==> src/rtl/pm_cfg.svh <==
`ifndef PM_CFG_SVH
`define PM_CFG_SVH

// ----------------------------------------
// Timing
// ----------------------------------------
`define CLK_PERIOD_NS 100
`define L0S_IDLE_US 6
`define L0S_IDLE_CYC ((`L0S_IDLE_US * 1000) / `CLK_PERIOD_NS)
`define WAKE_SAMPLE_US 100
`define WAKE_SAMPLE_CYC ((`WAKE_SAMPLE_US * 1000) / `CLK_PERIOD_NS)
`define L1_LINGER_CYC 16
`define EXIT_CYC 4
`define CNT_W 16

// ----------------------------------------
// Configuration selects and fields
// ----------------------------------------
`define CFG_CMD 2'h0
`define CFG_PMCSR 2'h1
`define CFG_LNKCTL 2'h2
`define CFG_LNKCAP 2'h3
`define PS_D0 2'h0
`define PS_D3HOT 2'h3
`define PMCSR_NSR_BIT 3
`define LNKCTL_L0S_BIT 0
`define LNKCAP_VAL 8'h01
`define CMD_RESET 3'h0
`define LNKCTL_RESET 2'h0
`define CLKOUT_ON 2'h3
`define CLKOUT_OFF 2'h0

`endif

==> src/rtl/pm_pkg.sv <==
package pm_pkg;
  typedef enum logic [2:0] {
    PKT_TLP = 3'h0,
    PKT_DLLP = 3'h1,
    PKT_PME = 3'h2,
    PKT_TO_ACK = 3'h3,
    PKT_ENTER_L1 = 3'h4
  } pkt_e;
  typedef enum logic [1:0] {
    RX_TLP = 2'h0,
    RX_TURN_OFF = 2'h1
  } rxkind_e;
  typedef enum logic [2:0] {
    LS_L0 = 3'h0,
    LS_L0S = 3'h1,
    LS_L1 = 3'h2,
    LS_L23 = 3'h3,
    LS_EXIT = 3'h4,
    LS_LINK_DOWN = 3'h5
  } link_e;
  typedef enum logic [1:0] {
    DS_D0_UNINIT = 2'h0,
    DS_D0_ACTIVE = 2'h1,
    DS_D3HOT = 2'h2
  } dstate_e;
  typedef enum logic {
    H_IDLE = 1'h0,
    H_WAKE = 1'h1
  } host_e;
endpackage

==> src/rtl/pm_link_if.sv <==
interface pm_link_if;
  import pm_pkg::*;
  logic txValid;
  pkt_e txKind;
  link_e devLink;
  logic cfgRdValid;
  logic [7:0] cfgRdData;
  logic rxValid;
  rxkind_e rxKind;
  logic cfgWr;
  logic cfgRd;
  logic [1:0] cfgSel;
  logic [7:0] cfgData;
  logic exitReq;
  logic hostStandby;
  modport dev (
    output txValid, txKind, devLink, cfgRdValid, cfgRdData,
    input rxValid, rxKind, cfgWr, cfgRd, cfgSel, cfgData, exitReq, hostStandby
  );
  modport host (
    input txValid, txKind, devLink, cfgRdValid, cfgRdData,
    output rxValid, rxKind, cfgWr, cfgRd, cfgSel, cfgData, exitReq, hostStandby
  );
endinterface

==> src/rtl/idle_timer.sv <==
`include "pm_cfg.svh"
module idle_timer import pm_pkg::*; #(
  parameter int unsigned LIMIT = 60
) (
  input wire logic clk,
  input wire logic arst_n,
  input wire logic enable,
  input wire logic restart,
  output logic expired
);
  logic [`CNT_W-1:0] count;
  logic [`CNT_W-1:0] next_count;

  // Expires once idle strictly longer than LIMIT cycles
  assign expired = count > `CNT_W'(LIMIT);
  assign next_count = (!enable || restart) ? '0 : (expired ? count : count + 1'b1);

  always_ff @(posedge clk or negedge arst_n) begin
    if (!arst_n) count <= '0;
    else count <= next_count;
  end
endmodule

==> src/rtl/power_manager_dev.sv <==
// Function
// - Standby entry off after reset
// - Idle over 6 us enters transmit standby
// - Pending packets start standby exit
// - Traffic from either side wakes standby
// - No packets sent while in standby
// - Own standby independent of partner's standby
// - Idle timing never enters L1
// - Host reads capability before enabling standby
// - D3hot write starts L1 entry
// - No packets in L1; either side exits
// - Turn-off answered with ack, then L2/L3 Ready
// - L2/L3 Ready: silent, wake ignored
// - No L2; only power removal follows
// - Enable bits move D0 uninitialized to active
// - Config accesses answered in D3hot
// - D3hot to D0 sets no-soft-reset bit
// - Cold reset gives D0 uninitialized, context lost
// - D-state only by field; no D1/D2
// - Link returned to L0 before PME
// - Wake pin sampled every 100 us
// - D3hot keeps clocks, reset released, no transactions
// - Standby enabled only by link control field
`include "pm_cfg.svh"
module power_manager_dev import pm_pkg::*; (
  input wire logic clk,
  input wire logic arst_n,
  pm_link_if.dev link,
  input wire logic txReq,
  input wire logic txIsDllp,
  input wire logic pciActive,
  input wire logic wakeReq_n,
  output logic txTake,
  output logic rxTlp,
  output logic [1:0] secClockEnable,
  output logic secBusReset_n,
  output logic busTxnAllowed,
  output link_e linkState,
  output dstate_e powerState
);
  link_e lState;
  link_e next_lState;
  dstate_e dState;
  dstate_e next_dState;
  logic [2:0] cmd;
  logic [1:0] standbyField;
  logic noSoftReset;
  logic ackPending;
  logic pmePending;
  logic [`CNT_W-1:0] exitCnt;
  logic [`CNT_W-1:0] sampleCnt;
  logic wakeSync1;
  logic wakeSync2;
  logic wakeSeen;
  logic txValid;
  pkt_e txKind;
  logic [7:0] rdData;
  logic rdValid;

  // ----------------------------------------
  // Decode
  // ----------------------------------------
  logic standbyOn, isD3, inL0, inL23, rxActivity, devPending;
  logic cfgWrCmd, cfgWrPm, cfgWrCtl, psWrD3, psWrD0, anyEnable;
  logic sendAck, sendPme, sendUser, sendL1, enterL0s, txSent;
  logic l0sExpired, l1Expired, exitDone, sampleTick, newWake, turnOff;
  logic [7:0] rdMux;
  logic [1:0] psField;

  assign standbyOn = standbyField[`LNKCTL_L0S_BIT];
  assign isD3 = dState == DS_D3HOT;
  assign inL0 = lState == LS_L0;
  assign inL23 = lState == LS_L23;
  assign rxActivity = link.rxValid | link.cfgWr | link.cfgRd | pciActive;
  assign devPending = txReq | pmePending | ackPending;
  assign cfgWrCmd = link.cfgWr & (link.cfgSel == `CFG_CMD);
  assign cfgWrPm = link.cfgWr & (link.cfgSel == `CFG_PMCSR);
  assign cfgWrCtl = link.cfgWr & (link.cfgSel == `CFG_LNKCTL);
  assign psWrD3 = cfgWrPm & (link.cfgData[1:0] == `PS_D3HOT);
  assign psWrD0 = cfgWrPm & (link.cfgData[1:0] == `PS_D0);
  assign anyEnable = |cmd;
  assign turnOff = link.rxValid & (link.rxKind == RX_TURN_OFF);

  // ----------------------------------------
  // Transmit arbitration, only in L0
  // ----------------------------------------
  assign sendAck = inL0 & ackPending;
  assign sendPme = inL0 & !ackPending & pmePending;
  assign sendUser = inL0 & !ackPending & !pmePending & txReq;
  assign sendL1 = inL0 & !devPending & isD3 & l1Expired;
  assign enterL0s = inL0 & !devPending & !isD3 & standbyOn & l0sExpired;
  assign txSent = sendAck | sendPme | sendUser | sendL1;
  assign txTake = sendUser;
  assign exitDone = exitCnt == `CNT_W'(`EXIT_CYC - 1);

  idle_timer #(.LIMIT(`L0S_IDLE_CYC)) standbyTimer (
    .clk(clk),
    .arst_n(arst_n),
    .enable(standbyOn),
    .restart(txSent | !inL0),
    .expired(l0sExpired)
  );

  idle_timer #(.LIMIT(`L1_LINGER_CYC)) lingerTimer (
    .clk(clk),
    .arst_n(arst_n),
    .enable(isD3),
    .restart(txSent | rxActivity | !inL0),
    .expired(l1Expired)
  );

  // ----------------------------------------
  // Link state
  // ----------------------------------------
  always_comb begin
    next_lState = lState;
    unique case (lState)
      LS_LINK_DOWN, LS_EXIT: begin
        if (exitDone) next_lState = LS_L0;
      end
      LS_L0: begin
        if (sendAck) next_lState = LS_L23;
        else if (sendL1) next_lState = LS_L1;
        else if (enterL0s) next_lState = LS_L0S;
      end
      LS_L0S: begin
        if (devPending) next_lState = LS_EXIT;
        else if (rxActivity) next_lState = LS_EXIT;
      end
      LS_L1: begin
        if (devPending || link.exitReq || rxActivity) next_lState = LS_EXIT;
      end
      LS_L23: next_lState = LS_L23;
      default: next_lState = LS_LINK_DOWN;
    endcase
  end

  always_ff @(posedge clk or negedge arst_n) begin
    if (!arst_n) lState <= LS_LINK_DOWN;
    else lState <= next_lState;
  end

  always_ff @(posedge clk or negedge arst_n) begin
    if (!arst_n) exitCnt <= '0;
    else if (lState == LS_EXIT || lState == LS_LINK_DOWN) exitCnt <= exitCnt + 1'b1;
    else exitCnt <= '0;
  end

  // ----------------------------------------
  // Device power state
  // ----------------------------------------
  always_comb begin
    next_dState = dState;
    if (psWrD3) next_dState = DS_D3HOT;
    else if (psWrD0 && isD3) next_dState = DS_D0_UNINIT;
    else if (dState == DS_D0_UNINIT && anyEnable) next_dState = DS_D0_ACTIVE;
  end

  always_ff @(posedge clk or negedge arst_n) begin
    if (!arst_n) dState <= DS_D0_UNINIT;
    else dState <= next_dState;
  end

  always_ff @(posedge clk or negedge arst_n) begin
    if (!arst_n) begin
      cmd <= `CMD_RESET;
      standbyField <= `LNKCTL_RESET;
      noSoftReset <= 1'b0;
    end else begin
      if (cfgWrCmd) cmd <= link.cfgData[2:0];
      if (cfgWrCtl) standbyField <= link.cfgData[1:0];
      if (psWrD0 && isD3) noSoftReset <= 1'b1;
    end
  end

  // ----------------------------------------
  // Configuration read, answered in every D-state
  // ----------------------------------------
  assign psField = isD3 ? `PS_D3HOT : `PS_D0;
  always_comb begin
    rdMux = 8'h00;
    unique case (link.cfgSel)
      `CFG_CMD: rdMux = {5'h00, cmd};
      `CFG_PMCSR: begin
        rdMux = {6'h00, psField};
        rdMux[`PMCSR_NSR_BIT] = noSoftReset;
      end
      `CFG_LNKCTL: rdMux = {6'h00, standbyField};
      `CFG_LNKCAP: rdMux = `LNKCAP_VAL;
    endcase
  end

  always_ff @(posedge clk or negedge arst_n) begin
    if (!arst_n) begin
      rdValid <= 1'b0;
      rdData <= 8'h00;
    end else begin
      rdValid <= link.cfgRd;
      rdData <= rdMux;
    end
  end

  // ----------------------------------------
  // Wake sampling and pending events
  // ----------------------------------------
  assign sampleTick = sampleCnt == `CNT_W'(`WAKE_SAMPLE_CYC - 1);
  assign newWake = sampleTick & !wakeSync2 & !wakeSeen & !inL23;

  always_ff @(posedge clk or negedge arst_n) begin
    if (!arst_n) begin
      wakeSync1 <= 1'b1;
      wakeSync2 <= 1'b1;
      sampleCnt <= '0;
      wakeSeen <= 1'b0;
    end else begin
      wakeSync1 <= wakeReq_n;
      wakeSync2 <= wakeSync1;
      sampleCnt <= sampleTick ? '0 : sampleCnt + 1'b1;
      if (sampleTick) wakeSeen <= !wakeSync2;
    end
  end

  always_ff @(posedge clk or negedge arst_n) begin
    if (!arst_n) begin
      pmePending <= 1'b0;
      ackPending <= 1'b0;
    end else begin
      pmePending <= newWake | (pmePending & !sendPme);
      ackPending <= (turnOff & !inL23) | (ackPending & !sendAck);
    end
  end

  // ----------------------------------------
  // Outputs
  // ----------------------------------------
  always_ff @(posedge clk or negedge arst_n) begin
    if (!arst_n) begin
      txValid <= 1'b0;
      txKind <= PKT_TLP;
      secClockEnable <= `CLKOUT_OFF;
      secBusReset_n <= 1'b0;
      busTxnAllowed <= 1'b0;
      rxTlp <= 1'b0;
    end else begin
      txValid <= txSent;
      if (sendAck) txKind <= PKT_TO_ACK;
      else if (sendPme) txKind <= PKT_PME;
      else if (sendUser) txKind <= txIsDllp ? PKT_DLLP : PKT_TLP;
      else if (sendL1) txKind <= PKT_ENTER_L1;
      secClockEnable <= inL23 ? `CLKOUT_OFF : `CLKOUT_ON;
      secBusReset_n <= 1'b1;
      busTxnAllowed <= !isD3 & !inL23;
      rxTlp <= link.rxValid & (link.rxKind == RX_TLP);
    end
  end

  // Device standby never looks at the partner's hostStandby
  assign link.txValid = txValid;
  assign link.txKind = txKind;
  assign link.devLink = lState;
  assign link.cfgRdValid = rdValid;
  assign link.cfgRdData = rdData;
  assign linkState = lState;
  assign powerState = dState;
endmodule

==> src/flat_wrapper.sv <==
// flat-port wrapper written by rule: the top's interface ports become plain ports
module power_manager_dev_flat import pm_pkg::*;
  (clk, arst_n, txReq, txIsDllp, pciActive, wakeReq_n, txTake, rxTlp, secClockEnable, secBusReset_n, busTxnAllowed, linkState, powerState, link_txValid, link_txKind, link_devLink, link_cfgRdValid, link_cfgRdData, link_rxValid, link_rxKind, link_cfgWr, link_cfgRd, link_cfgSel, link_cfgData, link_exitReq, link_hostStandby);
  pm_link_if link_i ();
  input wire logic clk;
  input wire logic arst_n;
  input wire logic txReq;
  input wire logic txIsDllp;
  input wire logic pciActive;
  input wire logic wakeReq_n;
  output logic txTake;
  output logic rxTlp;
  output logic [1:0] secClockEnable;
  output logic secBusReset_n;
  output logic busTxnAllowed;
  output link_e linkState;
  output dstate_e powerState;
  output wire logic [$bits(link_i.txValid)-1:0] link_txValid;
  output wire logic [$bits(link_i.txKind)-1:0] link_txKind;
  output wire logic [$bits(link_i.devLink)-1:0] link_devLink;
  output wire logic [$bits(link_i.cfgRdValid)-1:0] link_cfgRdValid;
  output wire logic [$bits(link_i.cfgRdData)-1:0] link_cfgRdData;
  input wire logic [$bits(link_i.rxValid)-1:0] link_rxValid;
  input wire logic [$bits(link_i.rxKind)-1:0] link_rxKind;
  input wire logic [$bits(link_i.cfgWr)-1:0] link_cfgWr;
  input wire logic [$bits(link_i.cfgRd)-1:0] link_cfgRd;
  input wire logic [$bits(link_i.cfgSel)-1:0] link_cfgSel;
  input wire logic [$bits(link_i.cfgData)-1:0] link_cfgData;
  input wire logic [$bits(link_i.exitReq)-1:0] link_exitReq;
  input wire logic [$bits(link_i.hostStandby)-1:0] link_hostStandby;
  assign link_txValid = link_i.txValid;
  assign link_txKind = link_i.txKind;
  assign link_devLink = link_i.devLink;
  assign link_cfgRdValid = link_i.cfgRdValid;
  assign link_cfgRdData = link_i.cfgRdData;
  assign link_i.rxValid = link_rxValid;
  assign link_i.rxKind = link_rxKind;
  assign link_i.cfgWr = link_cfgWr;
  assign link_i.cfgRd = link_cfgRd;
  assign link_i.cfgSel = link_cfgSel;
  assign link_i.cfgData = link_cfgData;
  assign link_i.exitReq = link_exitReq;
  assign link_i.hostStandby = link_hostStandby;
  power_manager_dev u_core (.clk(clk), .arst_n(arst_n), .link(link_i), .txReq(txReq), .txIsDllp(txIsDllp), .pciActive(pciActive), .wakeReq_n(wakeReq_n), .txTake(txTake), .rxTlp(rxTlp), .secClockEnable(secClockEnable), .secBusReset_n(secBusReset_n), .busTxnAllowed(busTxnAllowed), .linkState(linkState), .powerState(powerState));
endmodule
==> config.mk <==
export PLATFORM = sky130hd
export DESIGN_NAME = power_manager_dev_flat
export DESIGN_NICKNAME = d
export VERILOG_FILES = /design/src/rtl/pm_pkg.sv /design/src/rtl/pm_link_if.sv /design/src/rtl/idle_timer.sv /design/src/rtl/power_manager_dev.sv /design/src/flat_wrapper.sv
export VERILOG_INCLUDE_DIRS = /design/src /design/src/rtl
export SDC_FILE = /design/constraint.sdc
export NUM_CORES = 1
export LEC_CHECK = 0
export ABC_AREA = 0
export BUFFER_PORTS_ARGS = -buffer_cell sky130_fd_sc_hd__buf_2
export CAP_MARGIN = 20
export CORE_MARGIN = 2
export CORE_UTILIZATION = 35
export CTS_CLUSTER_DIAMETER = 120
export DETAILED_ROUTE_END_ITERATION = 16
export GPL_TIMING_DRIVEN = 1
export SYNTH_ARGS = -nofsm -noshare
export SYNTH_HDL_FRONTEND = slang
export SYNTH_SLANG_ARGS = --single-unit
==> constraint.sdc <==
create_clock -name clk -period 2.2 [get_ports clk]
set_input_delay 0.22 -clock clk [delete_from_list [all_inputs] [get_ports clk]]
set_output_delay 0.22 -clock clk [all_outputs]
set_load 0.01 [all_outputs]
==> impl_metrics.json <==
{
  "async_flop_share": 1.00,
  "detail-route-antenna-nets": 0,
  "start_util": 0.357,
  "run_status": "finished clean",
  "insertion_delay_ns": 0.34,
  "synth-edff-count": 0,
  "clock_path_buffers": 2,
  "drt_iter0_drc": 154,
  "hpwlAfterDp_um": 5430,
  "num_antenna_cells": 0,
  "postSynthAreaPerCell_sq_um": 11.1,
  "start_kind": "flop",
  "grt_overflow": 0,
  "die-area_sq_um": 12400,
  "portBuffers": 39,
  "final.setup.tns_ns": 0,
  "area_growth_pct": 17.2,
  "timing.final.crit_share": 0.897,
  "netlist_instances": 363,
  "htree_levels": 3,
  "yosysTopAreaCellShare": 0.551,
  "final_cell_mix": "89 x dfrtp_1, 38 x buf_2, 34 x nor2_1",
  "worstPathArrival_ns": 1.75,
  "yosysWarningCount": 0,
  "drv_cap": 0,
  "dieWidth_um": 111,
  "numCtsBuffers": 9,
  "row_count": 39,
  "clockRootBuffer": "clkbuf_16",
  "total_power_mw": 4.08,
  "hold_viol_final": 0,
  "ios": 50,
  "grt_pass1_wl_um": 13200,
  "drc_errors": 0,
  "grt_usage": 0.132,
  "worst_setup_path_end_kind": "primary output",
  "fill_cells": 1092,
  "via_count": 2766,
  "synth_cell_types": 52,
  "core_area_sq_um": 11300,
  "slew_violations": 0,
  "finalInstanceArea_sq_um": 4730,
  "cp.required_ns": 1.98,
  "postCtsSetupBuffers": 0,
  "power.leakage_nw": 2.08,
  "max_slew_margin": 0.625,
  "syn_area_sq_um": 4040,
  "antenna_found_initial": 0,
  "powerDensity_nw_per_um2": 862,
  "cp_max_fo": 11,
  "hold_class": "input port to flop",
  "dr.pass1.iters": 4,
  "ys_ff_latch": 93,
  "final_common_cell": "dfrtp_1",
  "ys_seq_area_frac": 0.577,
  "ys.flop_type": "dfrtp_1",
  "wl_per_cell_um": 13.3,
  "grt_max_degree": 60,
  "clkTransAtPathRegs_ns": 0.06,
  "worst_slew_pin_slew_ns": 0.562,
  "fin_skew_ns": 0.00361,
  "gp_congestion": 0.765,
  "fin_crit_ns": 1.97,
  "avgViaCountPerCell": 4.88,
  "die_y_um": 111,
  "drt_wl_total_um": 7550,
  "synthTopCellsByArea": "dfrtp_1 55%, nor2_1 3.2%, xnor2_1 2.8%",
  "path_class": "flop to primary output",
  "grt_pass1_vias": 2730,
  "cts_sinks": 93,
  "drive_gt1_frac": 0.177,
  "cts_tree": "built",
  "synth_top_area_cell": "dfrtp_1",
  "finalSetupViolCount": 0,
  "placed_area_sq_um": 4450,
  "max-vdd-ir-drop_uv": 479,
  "fin_nets": 451,
  "rsz0062_at_grt": "false",
  "fmax_ghz": 0.507
}
==> critical path: stages, from the launching register on <==
cell	delay [ns]
dfrtp_1	0.50
nor3_2	0.22
or2b_1	0.30
nor3b_2	0.23
buf_2	0.17
==> path summary, 6_finish.rpt <==
kind	from	to	slack, ns	cells past startpoint
min in group asynchronous	arst_n	u_core.lingerTimer.count[0]$_DFFE_PN0P_	0.38	2
max in group asynchronous	arst_n	u_core.wakeSync2$_DFF_PN1_	1.11	3
max reg2reg	u_core.link.devLink[1]$_DFFE_PN0P_	u_core.link.devLink[2]$_DFFE_PN1P_	0.26	4
max	u_core.link.devLink[1]$_DFFE_PN0P_	txTake	0.23	4
min	link_cfgRd	u_core.link.cfgRdValid$_DFF_PN0_	0.02	1
min reg2reg	u_core.wakeSync1$_DFF_PN1_	u_core.wakeSync2$_DFF_PN1_	0.36	0
==> state kept, by name, indices dropped and copies added, names as in the netlist, 2 cells and up <==
name                       count
u_core.cmd                     3
u_core.exitCnt                16
u_core.lingerTimer.count      16
u_core.link.cfgRdData          4
u_core.link.devLink            3
u_core.link.txKind             3
u_core.powerState              2
u_core.sampleCnt              16
u_core.standbyField            2
u_core.standbyTimer.count     16
==> Yosys cell counts, drive strengths merged (5+ instances only) <==
library cell  number
dfrtp             89
nor2              34
a21oi             17
o21ai             17
or3               17
inv               16
nand2             14
nand3             14
and2              13
xnor2             13
xor2              11
nand4             10
nor3              10
buf                9
nor4               9
nor3b              7
ha                 6
clkbuf             5
==> timing repair <==
action,CTS,global route
hold buffers,2,0
endpoints found under the setup margin,0,1
hold endpoints to repair,35,0
gates resized for setup,0,2
==> cells by family after synthesis <==
| logic type | share of synthesized area |
|---|---|
| AO/OA/AOI/OAI | 0.0821 |
| XOR/XNOR | 0.0520 |
| adder cells (fa/ha/maj) | 0.0186 |
| buffers and inverters | 0.0356 |
| flip-flops | 0.577 |
| multiplexers | 0.0186 |
| other | 0.00186 |
| AND/OR/NAND/NOR | 0.214 |
==> power by group <==
part / switching (mW) / internal (mW) / total (mW)
logic: 0.405 / 0.293 / 0.698
clock network: 0.587 / 0.770 / 1.36
registers: 0.161 / 1.86 / 2.02
total: 1.15 / 2.93 / 4.08
==> through the flow <==
stage           util  worst slack, ns  std cells  hold WS [ns]
6_report       0.418            0.227        567        0.0227
3_5_place_dp   0.393            0.290        552         0.206
5_1_grt        0.418           0.0681        567       0.00791
2_1_floorplan      -            0.286        377       -0.0756
3_3_place_gp   0.393            0.331        552         0.197
4_1_cts        0.417           0.0604        567       0.00700
==> per-layer routing <==
metal  track usage  share of wire  vias to the layer above
li1              -              -                     1373
met1         0.182           0.48                     1343
met2         0.199           0.46                       37
met3        0.0256          0.027                       13
met4        0.0658          0.026                        0
met5             0              0                        -
==> cell type report <==
cell class / count / area, sq um / area share
inverters: 16 / 60.1 / 0.0127
flip-flops and latches: 93 / 2330 / 0.493
clock buffers: 10 / 239 / 0.0505
well taps: 143 / 179 / 0.0378
repair buffers: 48 / 283 / 0.0597
clock inverters: 3 / 15.0 / 0.00317
multi-input cells: 254 / 1630 / 0.344
No activity file was read; power rests on OpenSTA's default activity.
